### src/core/fpsr_pkg.sv
package fpsr_pkg;

  // ==========================================================================
  // clocking
  // ==========================================================================
  localparam int unsigned CLK_HZ        = 20_000_000;
  localparam int unsigned TICK_HZ       = 90_000;
  localparam int unsigned TICK_DIV      = CLK_HZ / TICK_HZ;
  localparam int unsigned TICKS_PER_MS  = TICK_HZ / 1000;
  localparam int unsigned PWM_STEPS     = 255;

  // ==========================================================================
  // register offsets
  // ==========================================================================
  localparam logic [7:0] ADDR_RAMP_RATE_A  = 8'h62;
  localparam logic [7:0] ADDR_RAMP_RATE_B  = 8'h63;
  localparam logic [7:0] ADDR_MON_CONFIG   = 8'h7F;
  localparam logic [7:0] ADDR_PWM_OPTIONS1 = 8'h94;
  localparam logic [7:0] ADDR_PWM_OPTIONS2 = 8'h95;
  localparam logic [7:0] ADDR_PWM_OPTIONS3 = 8'h96;

  // ==========================================================================
  // field positions and reset values
  // ==========================================================================
  localparam int unsigned RRA_SEL0_LSB     = 0;
  localparam int unsigned RRA_SEL1_LSB     = 4;
  localparam int unsigned RRB_SEL2_LSB     = 0;
  localparam int unsigned RRB_ENABLE_LSB   = 4;
  localparam int unsigned CFG_SPIN_UP_REDUCTION_ENABLE_BIT    = 4;
  localparam int unsigned OPT_RTO_BIT      = 0;
  localparam logic [7:0]  RST_RAMP_RATE_A  = 8'h00;
  localparam logic [7:0]  RST_RAMP_RATE_B  = 8'h00;
  localparam logic [7:0]  RST_MON_CONFIG   = 8'h10;
  localparam logic [7:0]  RST_PWM_OPTIONS  = 8'h00;

  // ==========================================================================
  // duty values
  // ==========================================================================
  localparam logic [7:0] DUTY_OFF  = 8'h00;
  localparam logic [7:0] DUTY_FULL = 8'hFF;
  localparam logic [7:0] DUTY_50   = 8'h80;
  localparam logic [7:0] DUTY_60   = 8'h99;
  localparam logic [7:0] DUTY_70   = 8'hB3;

  // ==========================================================================
  // ramp step times in msec, indexed by ramp_rate_select
  // ==========================================================================
  localparam logic [7:0] STEP_MS [8] = '{8'd206, 8'd104, 8'd69, 8'd41,
                                         8'd26, 8'd18, 8'd10, 8'd5};
  localparam int unsigned SPIN_UNIT_MS = 250;

endpackage : fpsr_pkg

### src/core/fpsr_top.sv
`timescale 1ns/1ps

module fpsr_top
  import fpsr_pkg::*;
#(
  parameter int unsigned N_PWM = 3
)(
  // clock and reset
  input  wire logic                 clk_in,
  input  wire logic                 rst_b_in,
  // register port
  input  wire logic [7:0]           reg_addr_in,
  input  wire logic [7:0]           reg_wdata_in,
  input  wire logic                 reg_wr_in,
  output logic      [7:0]           reg_rdata_out,
  // fan algorithm and tachometer side
  input  wire logic [N_PWM*8-1:0]   calc_duty_in,
  input  wire logic [N_PWM*16-1:0]  tach_count_in,
  input  wire logic [N_PWM*16-1:0]  tach_min_in,
  input  wire logic [N_PWM*N_PWM-1:0] tach_assoc_in,
  input  wire logic [N_PWM*3-1:0]   spin_time_sel_in,
  input  wire logic [N_PWM-1:0]     forced_spinup_enable_in,
  input  wire logic [N_PWM-1:0]     spinup_fail_clear_in,
  // power control
  input  wire logic                 power_good_input_in,
  input  wire logic                 start_bit_in,
  input  wire logic [1:0]           startup_duty_sel_in,
  // outputs
  output logic [N_PWM-1:0]          pwm_out,
  output logic [N_PWM*8-1:0]        current_duty_out,
  output logic [N_PWM*16-1:0]       tach_reading_out,
  output logic [N_PWM-1:0]          spinup_fail_status_out,
  output logic [N_PWM-1:0]          spinup_active_out
);

  // ==========================================================================
  // reset release
  // ==========================================================================
  logic rst_meta_r;
  logic rst_sync_r;

  always_ff @(posedge clk_in or negedge rst_b_in)
  begin
    if (!rst_b_in)
    begin
      rst_meta_r <= 1'b0;
      rst_sync_r <= 1'b0;
    end
    else
    begin
      rst_meta_r <= 1'b1;
      rst_sync_r <= rst_meta_r;
    end
  end

  // ==========================================================================
  // 90kHz tick, msec enable and pwm period counter
  // ==========================================================================
  logic [7:0] tick_cnt_r, tick_cnt_nxt;
  logic       tick;
  logic [6:0] ms_cnt_r, ms_cnt_nxt;
  logic       ms_tick;
  logic [7:0] pwm_cnt_r, pwm_cnt_nxt;
  logic       period_start;

  always_comb
  begin
    tick         = (tick_cnt_r == 8'(TICK_DIV - 1));
    tick_cnt_nxt = tick ? 8'h00 : tick_cnt_r + 8'h01;
    ms_tick      = tick && (ms_cnt_r == 7'(TICKS_PER_MS - 1));
    ms_cnt_nxt   = ms_cnt_r;
    pwm_cnt_nxt  = pwm_cnt_r;
    period_start = tick && (pwm_cnt_r == 8'(PWM_STEPS - 1));
    if (tick)
    begin
      ms_cnt_nxt  = ms_tick ? 7'h00 : ms_cnt_r + 7'h01;
      pwm_cnt_nxt = period_start ? 8'h00 : pwm_cnt_r + 8'h01;
    end
  end

  always_ff @(posedge clk_in or negedge rst_sync_r)
  begin
    if (!rst_sync_r)
    begin
      tick_cnt_r <= 8'h00;
      ms_cnt_r   <= 7'h00;
      pwm_cnt_r  <= 8'h00;
    end
    else
    begin
      tick_cnt_r <= tick_cnt_nxt;
      ms_cnt_r   <= ms_cnt_nxt;
      pwm_cnt_r  <= pwm_cnt_nxt;
    end
  end

  // ==========================================================================
  // registers
  // ==========================================================================
  logic [7:0] rr_a_r, rr_a_nxt;
  logic [7:0] rr_b_r, rr_b_nxt;
  logic [7:0] cfg_r, cfg_nxt;
  logic [7:0] opt_r [N_PWM];
  logic [7:0] opt_nxt [N_PWM];
  logic [7:0] rdata_nxt;

  always_comb
  begin
    rr_a_nxt  = rr_a_r;
    rr_b_nxt  = rr_b_r;
    cfg_nxt   = cfg_r;
    for (int i = 0; i < N_PWM; i++)
      opt_nxt[i] = opt_r[i];
    if (reg_wr_in)
    begin
      unique case (reg_addr_in)
        ADDR_RAMP_RATE_A:  rr_a_nxt = reg_wdata_in;
        ADDR_RAMP_RATE_B:  rr_b_nxt = reg_wdata_in;
        ADDR_MON_CONFIG:   cfg_nxt = reg_wdata_in;
        ADDR_PWM_OPTIONS1: opt_nxt[0] = reg_wdata_in;
        ADDR_PWM_OPTIONS2: opt_nxt[1] = reg_wdata_in;
        ADDR_PWM_OPTIONS3: opt_nxt[2] = reg_wdata_in;
        default:           ;
      endcase
    end
    unique case (reg_addr_in)
      ADDR_RAMP_RATE_A:  rdata_nxt = rr_a_r;
      ADDR_RAMP_RATE_B:  rdata_nxt = rr_b_r;
      ADDR_MON_CONFIG:   rdata_nxt = cfg_r;
      ADDR_PWM_OPTIONS1: rdata_nxt = opt_r[0];
      ADDR_PWM_OPTIONS2: rdata_nxt = opt_r[1];
      ADDR_PWM_OPTIONS3: rdata_nxt = opt_r[2];
      default:           rdata_nxt = 8'h00;
    endcase
  end

  // ==========================================================================
  // per-output duty, ramp and spin-up state
  // ==========================================================================
  logic [7:0]  calc_prev_r [N_PWM];
  logic [7:0]  ramp_r      [N_PWM];
  logic [7:0]  ramp_nxt    [N_PWM];
  logic [7:0]  out_r       [N_PWM];
  logic [7:0]  out_nxt     [N_PWM];
  logic [7:0]  step_ms_r   [N_PWM];
  logic [7:0]  step_ms_nxt [N_PWM];
  logic [11:0] spin_ms_r   [N_PWM];
  logic [11:0] spin_ms_nxt [N_PWM];
  logic [N_PWM-1:0] spin_r, spin_nxt;
  logic [N_PWM-1:0] fail_r, fail_nxt;
  logic [N_PWM-1:0] pin_nxt;
  logic [N_PWM*8-1:0] duty_rd_nxt;
  logic        pg_prev_r;
  logic [7:0]  start_duty;

  always_comb
  begin
    logic [7:0]  calc;
    logic [2:0]  rsel;
    logic [7:0]  step_lim;
    logic [11:0] spin_lim;
    logic        ramp_en;
    logic        rise;
    logic        step;
    logic        tach_ok;
    logic        expire;
    logic        fail_set;
    calc     = 8'h00;
    rsel     = 3'b000;
    step_lim = 8'h00;
    spin_lim = 12'h000;
    ramp_en  = 1'b0;
    rise     = 1'b0;
    step     = 1'b0;
    tach_ok  = 1'b0;
    expire   = 1'b0;
    fail_set = 1'b0;
    unique case (startup_duty_sel_in)
      2'b00:   start_duty = DUTY_50;
      2'b01:   start_duty = DUTY_60;
      2'b10:   start_duty = DUTY_70;
      default: start_duty = DUTY_FULL;
    endcase
    for (int i = 0; i < N_PWM; i++)
    begin
      calc = calc_duty_in[i*8 +: 8];
      unique case (i)
        0:       rsel = rr_a_r[RRA_SEL0_LSB +: 3];
        1:       rsel = rr_a_r[RRA_SEL1_LSB +: 3];
        default: rsel = rr_b_r[RRB_SEL2_LSB +: 3];
      endcase
      step_lim = STEP_MS[rsel];
      ramp_en  = rr_b_r[RRB_ENABLE_LSB + i];
      rise     = (calc != DUTY_OFF) && (calc_prev_r[i] == DUTY_OFF);
      // ramp step timer, restarted on turn-on
      step_ms_nxt[i] = step_ms_r[i];
      step = 1'b0;
      if (rise)
        step_ms_nxt[i] = 8'h00;
      else if (ms_tick)
      begin
        step = (step_ms_r[i] + 8'h01 >= step_lim);
        step_ms_nxt[i] = step ? 8'h00 : step_ms_r[i] + 8'h01;
      end
      // internal ramp duty
      ramp_nxt[i] = ramp_r[i];
      if (!ramp_en)
        ramp_nxt[i] = calc;
      else if (rise)
        ramp_nxt[i] = calc;
      else if ((calc == DUTY_OFF) && !opt_r[i][OPT_RTO_BIT])
        ramp_nxt[i] = DUTY_OFF;
      else if (step && (ramp_r[i] < calc))
        ramp_nxt[i] = ramp_r[i] + 8'h01;
      else if (step && (ramp_r[i] > calc))
        ramp_nxt[i] = ramp_r[i] - 8'h01;
      // output duty latched at period start (loaded with calc at once on a ramped turn-on), so slow periods jump
      out_nxt[i] = out_r[i];
      if (rise && ramp_en)
        out_nxt[i] = calc;
      else if (period_start)
        out_nxt[i] = ramp_r[i];
      // tachometer validity over all associated tachs
      tach_ok = 1'b1;
      for (int t = 0; t < N_PWM; t++)
        if (tach_assoc_in[i*N_PWM + t]
            && !(tach_count_in[t*16 +: 16] < tach_min_in[t*16 +: 16]))
          tach_ok = 1'b0;
      if (tach_assoc_in[i*N_PWM +: N_PWM] == '0)
        tach_ok = 1'b0;
      // spin-up timer
      spin_lim = 12'((spin_time_sel_in[i*3 +: 3] + 1) * SPIN_UNIT_MS);
      spin_nxt[i]    = spin_r[i];
      spin_ms_nxt[i] = spin_ms_r[i];
      expire   = 1'b0;
      fail_set = 1'b0;
      if ((rise && (out_r[i] == DUTY_OFF))
          || (power_good_input_in && !pg_prev_r && forced_spinup_enable_in[i]))
      begin
        spin_nxt[i]    = 1'b1;
        spin_ms_nxt[i] = 12'h000;
      end
      else if (spin_r[i])
      begin
        if (ms_tick)
        begin
          expire = (spin_ms_r[i] + 12'h001 >= spin_lim);
          spin_ms_nxt[i] = spin_ms_r[i] + 12'h001;
        end
        if (cfg_r[CFG_SPIN_UP_REDUCTION_ENABLE_BIT] && tach_ok)
          spin_nxt[i] = 1'b0;
        else if (expire)
        begin
          spin_nxt[i] = 1'b0;
          fail_set    = 1'b1;
        end
      end
      fail_nxt[i] = fail_set | (fail_r[i] & ~spinup_fail_clear_in[i]);
      // pin level
      if (!power_good_input_in)
        pin_nxt[i] = 1'b0;
      else if (!start_bit_in)
        pin_nxt[i] = (pwm_cnt_r < start_duty) || (start_duty == DUTY_FULL);
      else if (spin_r[i])
        pin_nxt[i] = 1'b1;
      else
        pin_nxt[i] = (pwm_cnt_r < out_r[i]) || (out_r[i] == DUTY_FULL);
      duty_rd_nxt[i*8 +: 8] = spin_nxt[i] ? DUTY_OFF : out_r[i];
    end
  end

  // ==========================================================================
  // state registers
  // ==========================================================================
  always_ff @(posedge clk_in or negedge rst_sync_r)
  begin
    if (!rst_sync_r)
    begin
      rr_a_r                 <= RST_RAMP_RATE_A;
      rr_b_r                 <= RST_RAMP_RATE_B;
      cfg_r                  <= RST_MON_CONFIG;
      reg_rdata_out          <= 8'h00;
      pg_prev_r              <= 1'b1;  // no false power-good edge out of reset
      spin_r                 <= '0;
      fail_r                 <= '0;
      pwm_out                <= '0;
      current_duty_out       <= '0;
      tach_reading_out       <= '0;
      spinup_fail_status_out <= '0;
      spinup_active_out      <= '0;
      for (int i = 0; i < N_PWM; i++)
      begin
        opt_r[i]       <= RST_PWM_OPTIONS;
        calc_prev_r[i] <= DUTY_OFF;
        ramp_r[i]      <= DUTY_OFF;
        out_r[i]       <= DUTY_OFF;
        step_ms_r[i]   <= 8'h00;
        spin_ms_r[i]   <= 12'h000;
      end
    end
    else
    begin
      rr_a_r                 <= rr_a_nxt;
      rr_b_r                 <= rr_b_nxt;
      cfg_r                  <= cfg_nxt;
      reg_rdata_out          <= rdata_nxt;
      pg_prev_r              <= power_good_input_in;
      spin_r                 <= spin_nxt;
      fail_r                 <= fail_nxt;
      pwm_out                <= pin_nxt;
      current_duty_out       <= duty_rd_nxt;
      tach_reading_out       <= tach_count_in;
      spinup_fail_status_out <= fail_nxt;
      spinup_active_out      <= spin_nxt;
      for (int i = 0; i < N_PWM; i++)
      begin
        opt_r[i]       <= opt_nxt[i];
        calc_prev_r[i] <= calc_duty_in[i*8 +: 8];
        ramp_r[i]      <= ramp_nxt[i];
        out_r[i]       <= out_nxt[i];
        step_ms_r[i]   <= step_ms_nxt[i];
        spin_ms_r[i]   <= spin_ms_nxt[i];
      end
    end
  end

endmodule : fpsr_top

### config.mk
export PLATFORM = sky130hd
export DESIGN_NAME = fpsr_top
export DESIGN_NICKNAME = d
export VERILOG_FILES = /design/src/core/fpsr_pkg.sv /design/src/core/fpsr_top.sv
export SDC_FILE = /design/constraint.sdc
export NUM_CORES = 1
export LEC_CHECK = 0
export ABC_AREA = 1
export BUFFER_PORTS_ARGS = -buffer_cell sky130_fd_sc_hd__buf_4
export CAP_MARGIN = 10
export CORE_MARGIN = 3
export CORE_UTILIZATION = 25
export DETAILED_ROUTE_END_ITERATION = 12
export GPL_ROUTABILITY_DRIVEN = 0
export PLACE_DENSITY = 0.49
export SLEW_MARGIN = 15
export SYNTH_ARGS = -nofsm -noshare
export SYNTH_HDL_FRONTEND = slang
export SYNTH_SLANG_ARGS = --single-unit
### constraint.sdc
create_clock -name clk_in -period 19.4 [get_ports clk_in]
set_input_delay 4.85 -clock clk_in [delete_from_list [all_inputs] [get_ports clk_in]]
set_output_delay 4.85 -clock clk_in [all_outputs]
set_load 0.01 [all_outputs]
==> impl_metrics.csv, run 1 <==
group,metric,value,unit
run_status,outcome,"finished clean",
cells_and_area,drive_gt1_share,13.96,%
sta,max_slew_margin,24.58,%
job,drv_cap,0,
global_route,grt_pass1_vias,15770,
floorplan,core.rowCount,99,
sta,setup_viol,0,
clocking,cts_sinks,295,
setup_path,crit_path_start_kind,"input port",
power,vdd_drop_max,0.04930,mV
drt,viasPerCell,4.530,
power,powerDensity,89.16,mW/mm^2
placement,placed_cell_area,0.02166,mm^2
drt,vias,15730,
global_route,grt_pass1_wl,87000,um
setup_path,rr_endpoint,"ramp_r[22]",
clocking,cts-root-buf,"clkbuf_16",
sta,tightest_slew,1.127,ns
setup_path,reg2reg_from,"step_ms_r[16]",
drt,ant_nets,0,
drt,drt-total-wl,54840,um
clocking,cts_hold_buf,0,
synthesis,yosysMostFrequentCell,"inv_1",
placement,place_ws,9.899,ns
clocking,path_clk_slew,0.05,ns
sta,fin_ws,10.45,ns
setup_path,crit_end,"current_duty_out[11]",
global_route,antenna_found_initial,2,
synthesis,ys.flop_type,"dfrtp_1",
floorplan,die_x,278.8,um
synthesis,ys_seq_elements,295,
sta,rsz0062_at_grt,"no",
synthesis,synth_commonest_cells,"inv_1 (386), nand2_1 (360), dfrtp_1 (293)",
clocking,clkLatencyLatePin,0.56,ns
setup_path,crit_fanout,9,
setup_path,required,19.84,ns
floorplan,start_util,25.37,%
setup_path,reg2reg_slack,15.48,ns
floorplan,die_h,278.8,um
setup_path,worst_ep_arrival_time,9.39,ns
cells_and_area,fillerInstances,7740,
sta,tns,0,ns
clocking,cts_buffers,38,
hold_path,hp-class,"flip-flop to flip-flop",
clocking,cts_resized,0,
synthesis,synthArstFlopShare,100.0,%
clocking,cts_tree,"built",
synthesis,syn_area,0.01860,mm^2
sta,maxSlewViolCount,0,
sta,max_clock_freq,111.7,MHz
placement,dp_hpwl,43360,um
setup_path,reg2regPathDepth,20,
synthesis,syn-mean-instance-area,8.441,um^2
global_route,gr-usage-all-layers,14.00,%
drt,wire_per_inst,15.79,um
clocking,h-tree-depth,2,
sta,timing_hold_violations_final,0,
synthesis,syn_inst,2204,
clocking,cts.path.max_buffers,3,
cells_and_area,diodes,0,
floorplan,core-area,0.07333,mm^2
cells_and_area,area_growth,23.34,%
drt,first_pass_iters,7,
cells_and_area,nets,2907,
clocking,cts_setup_buffers,0,
synthesis,synth_nets,2624,
cells_and_area,post-route-cell-area,0.02295,mm^2
power,power_leakage,11.74,nW
floorplan,io_pins,256,
drt,drt_iter0_markers,758,
setup_path,startpoint,"spin_time_sel_in[3]",
global_route,grt_max_degree,74,
sta,final.setup_skew,0.02795,ns
drt,drc,0,
synthesis,synth_area_leaders,"dfrtp_1 (39%), ha_1 (15%), inv_1 (7.8%)",
synthesis,synth-seq-area-share,39.69,%
power,power.total,2.046,mW
synthesis,yosysWarnings,0,
synthesis,synth_top_area_share,39.41,%
placement,numPortBuffers,255,
setup_path,crit_type,"input port to flip-flop",
sta,finalCriticalPeriod,8.955,ns
sta,fin_crit_sh,46.16,%
synthesis,synth_edf_count,0,
setup_path,end_kind,"flip-flop",
synthesis,ys_types,50,
floorplan,dieArea,0.07773,mm^2
synthesis,synth_area_leader_cell,"dfrtp_1",
global_route,globalRouteOverflowTotal,0,
[how the worst min path moves through the flow]
stage,startpoint,endpoint,slack (ns),cells past startpoint
after floorplan,rst_meta_r,rst_sync_r,0.33,0
after global placement,rst_meta_r,rst_sync_r,0.33,0
after detailed placement,rst_meta_r,rst_sync_r,0.34,0
after CTS,rst_meta_r,rst_sync_r,0.35,0
after global routing,rst_meta_r,rst_sync_r,0.35,0
final,rst_meta_r,rst_sync_r,0.35,0
[state kept, by name, summed over array words and instances, names as in the netlist, 3 cells and up]
name	cells
calc_prev_r	24
cfg_r	8
current_duty_out	24
fail_r	3
ms_cnt_r	7
opt_r	24
out_r	24
pwm_cnt_r	8
pwm_out	3
ramp_r	24
reg_rdata_out	8
rr_a_r	8
rr_b_r	8
spin_ms_r	36
spin_r	3
step_ms_r	24
tach_reading_out	48
tick_cnt_r	8
[kinds of logic after synthesis]
kind of cell	after synthesis	share of synthesized area, %
XOR/XNOR	79	3.719
AO/OA/AOI/OAI	445	13.20
flip-flops	295	39.69
other	1	0.02016
AND/OR/NAND/NOR	718	16.88
adder cells (fa/ha/maj)	253	17.98
buffers and inverters	413	8.508
[through the flow]
stage                     std cells  hold slack, ns  util, %
final                          3473          0.3489    31.29
after global routing           3473          0.3519    31.29
after CTS                      3473          0.3508    31.29
after detailed placement       3406          0.3389    29.54
after global placement         3406          0.3349    29.54
after floorplan                2204          0.3312        -
[worst max-delay path, cell delays in order]
cell and delay [ns]:
buf_4 0.15, ha_1 0.23, xor2_1 0.49, fa_1 0.62, fa_1 0.57, inv_1 0.04
ha_1 0.33, a21oi_1 0.21, inv_1 0.06, a31oi_1 0.26, o41ai_1 0.13, xnor2_1 0.16
ha_1 0.30, nand2_1 0.09, nor2_1 0.05, a211oi_1 0.18, nand4_1 0.15, nand2_1 0.09
nand3_1 0.11, nand2_2 0.25, nor2_1 0.08
[layout by cell type, fill, tap and decap left out, types with 3 or more instances in the layout]
cell type	netlist	layout
nand2_2	6	6
clkinv_2	0	5
o21a_1	8	8
clkbuf_8	0	6
a221oi_1	6	6
o21ai_1	13	13
ha_1	229	229
nor2_4	6	6
clkinv_1	5	5
xor2_1	63	63
fa_1	24	24
o21ai_0	177	177
dfrtp_1	293	292
nand3_2	4	4
nand4_1	33	33
o21bai_1	6	6
a211oi_1	5	5
a31oi_1	5	5
xnor2_1	16	16
nor4_1	13	13
a21oi_1	151	151
nor2_2	5	5
o211ai_1	5	5
o221ai_1	5	5
clkbuf_16	0	39
nor3_1	60	60
o2111ai_1	5	5
nor2_1	133	133
inv_2	5	5
nand3_1	89	89
inv_1	386	386
buf_4	3	260
nand2_1	360	360
o22ai_1	47	47
clkbuf_1	7	9
o31ai_1	3	3
bufinv_16	0	4
[cell type report]
class | count | area, um^2 | area share [%]
sequential | 295 | 7388 | 32.20
timing repair buffer | 260 | 1952 | 8.506
multi-input combinational | 1496 | 9637 | 42.00
inverter | 396 | 1486 | 6.478
clock buffer | 54 | 1092 | 4.760
clock inverter | 13 | 190.2 | 0.8288
tap | 959 | 1200 | 5.229
[power by group]
part / switching (mW) / internal, mW / total, mW / leakage (nW)
clock network: 0.286 / 0.447 / 0.732 / 0.629
logic: 0.350 / 0.244 / 0.593 / 7.44
registers: 0.0491 / 0.671 / 0.720 / 3.67
total: 0.684 / 1.36 / 2.05 / 11.7
[layer usage]
layer / routed length [um] / global-route usage, %
met4: 1348 / 3.933
met3: 3162 / 3.102
met2: 25640 / 23.38
met1: 24670 / 18.24
met5: 13 / 0
No activity file was read; power rests on OpenSTA's default activity.
==> inputs of run 2 (changes only) <==
clock period = 9.1 ns   (was 19.4 ns; I/O delays follow)
==> run 2 against run 1 <==
Compared with the run above:
- die area did not move
- combinational power up 110%
- critical path depth unchanged
- worst hold slack worse by 0.14 ns
- routed wire length rose by 0.43%
- cell count unchanged
- setup slack worse by 7.7 ns
- via count up 0.14%
- clock skew down 0.010 ns
- utilization about the same
- final area hardly changed
- critical endpoint is now current_duty_out[12]
- largest power group unchanged
- highest routed layer unchanged
==> impl_metrics.csv, run 2 (synthesized netlist as in run 1, its figures left out) <==
group,metric,value,unit
power,powerDensity,189.2,mW/mm^2
sta,max_slew_margin,25.25,%
job,drv_cap,0,
sta,fin_crit_sh,70.07,%
cells_and_area,layout_common_cells,"inv_1 (386), nand2_1 (360), dfrtp_1 (292), buf_4 (259), ha_1 (229)",
cells_and_area,final_common_cell,"inv_1",
floorplan,die_h,278.8,um
setup_path,reg2reg_from,"step_ms_r[16]",
sta,tightest_slew,1.117,ns
clocking,cts-root-buf,"clkbuf_16",
sta,final.setup_skew,0.01770,ns
drt,vias,15750,
clocking,cts.path.max_buffers,3,
cells_and_area,drive_gt1_share,14.01,%
clocking,path_clk_slew,0.06,ns
clocking,clkLatencyLatePin,0.55,ns
sta,maxSlewViolCount,0,
power,comb_power_share,29.4,%
sta,max_clock_freq,156.8,MHz
drt,ant_nets,0,
sta,rsz0062_at_grt,"no",
global_route,grt_pass1_vias,15860,
setup_path,end_kind,"flip-flop",
power,power_leakage,11.73,nW
clocking,cts_resized,0,
clocking,cts_hold_buf,0,
setup_path,reg2regPathDepth,21,
global_route,gr-usage-all-layers,13.98,%
cells_and_area,regMostFlops,"tach_reading_out",
cells_and_area,nets,2907,
drt,viasPerCell,4.536,
drt,drc,0,
run_status,outcome,"finished clean",
power,netSwitchingPower,1.462,mW
setup_path,required,9.52,ns
power,internal_power,2.880,mW
setup_path,crit_path_start_kind,"input port",
sta,timing_hold_violations_final,0,
cells_and_area,final_core_util,31.29,%
power,p_clk_share,35.4,%
global_route,globalRouteOverflowTotal,0,
power,vdd_drop_max,0.1276,mV
drt,drt_iter0_markers,883,
global_route,antenna_found_initial,2,
floorplan,core.rowCount,99,
clocking,cts_setup_buffers,0,
setup_path,reg2reg_slack,5.23,ns
sta,finalCriticalPeriod,6.377,ns
power,switching_share,33.67,%
clocking,cts_buffers,38,
floorplan,core-area,0.07333,mm^2
global_route,grt_pass1_wl,86900,um
global_route,grt_max_degree,76,
drt,first_pass_iters,6,
drt,wire_per_inst,15.86,um
clocking,cts_sinks,295,
sta,tns,0,ns
floorplan,io_pins,256,
floorplan,die_x,278.8,um
power,power.total,4.342,mW
clocking,cts_tree,"built",
cells_and_area,largestRegisters,"tach_reading_out (48), spin_ms_r (36)",
sta,setup_viol,0,
placement,numPortBuffers,255,
power,seq_power_share,35.2,%
clocking,h-tree-depth,2,
floorplan,start_util,25.37,%
floorplan,dieArea,0.07773,mm^2
cells_and_area,area_growth,23.32,%
cells_and_area,largest_register_ffs,48,
drt,drt-total-wl,55070,um
setup_path,rr_endpoint,"ramp_r[22]",
placement,dp_hpwl,43410,um
hold_path,hp-class,"flip-flop to async pin",
setup_path,crit_type,"input port to flip-flop",
setup_path,crit_fanout,9,
setup_path,worst_ep_arrival_time,6.80,ns
## run 2: worst max-delay path, cell delays in order
cell,delay (ns)
buf_4,0.16
ha_1,0.24
xor2_1,0.49
fa_1,0.62
fa_1,0.56
inv_1,0.04
ha_1,0.34
a21oi_1,0.22
inv_1,0.06
a31oi_1,0.23
o41ai_1,0.12
xnor2_1,0.16
ha_1,0.30
nand2_1,0.09
nor2_1,0.05
a211oi_1,0.19
nand4_1,0.15
nand2_1,0.09
nand3_1,0.09
nand2_2,0.24
nor2_1,0.08
## run 2: power groups by stage
| stage | registers (mW) | clock network, mW | logic [mW] |
|---|---|---|---|
| finish | 1.53 | 1.54 | 1.27 |
| global route | 1.54 | 1.65 | 1.47 |
| CTS | 1.54 | 1.59 | 1.28 |
| detailed placement | 1.56 | 0 | 1.27 |
| global placement | 1.56 | 0 | 1.23 |
| floorplan | 1.55 | 0 | 0.870 |
## run 2: final cells by class
type | instances | area, um^2
Clock buffer | 54 | 1102
Tap cell | 959 | 1200
Antenna cell | 1 | 2.502
Sequential cell | 295 | 7388
Timing Repair Buffer | 260 | 1972
Inverter | 396 | 1486
Fill cell | 7738 | 50390
Multi-Input combinational cell | 1496 | 9639
Clock inverter | 12 | 152.6
## run 2: per-layer routing
| layer | share of wire (%) | vias up | global-route usage (%) |
|---|---|---|---|
| li1 | - | 7887 | - |
| met1 | 44 | 7449 | 18.04 |
| met2 | 47 | 331 | 23.35 |
| met3 | 6.1 | 85 | 3.395 |
| met4 | 2.3 | 2 | 3.865 |
| met5 | 0.024 | - | 0 |
## run 2: worst max path at each step
| stage | startpoint | to | depth (start not counted) | slack (ns) |
|---|---|---|---|---|
| 2_1_floorplan | rst_sync_r | calc_prev_r[0] | 0 | 0.27 |
| 3_3_place_gp | spin_time_sel_in[3] | current_duty_out[10] | 21 | 2.21 |
| 3_5_place_dp | spin_time_sel_in[3] | current_duty_out[12] | 21 | 2.17 |
| 4_1_cts | spin_time_sel_in[3] | current_duty_out[12] | 21 | 2.75 |
| 5_1_grt | spin_time_sel_in[3] | current_duty_out[10] | 21 | 2.38 |
| 6_report | spin_time_sel_in[3] | current_duty_out[12] | 21 | 2.72 |
## run 2: through the flow
step                      hold slack (ns)  setup slack [ns]  area, um^2  instances
after floorplan                    0.3312            0.2733       18600       2204
after global placement             0.3382             2.205       21660       3405
after detailed placement           0.3428             2.173       21660       3405
after CTS                          0.3540             2.752       22910       3471
after global routing               0.2434             2.382       22940       3472
final                              0.2115             2.723       22940       3473
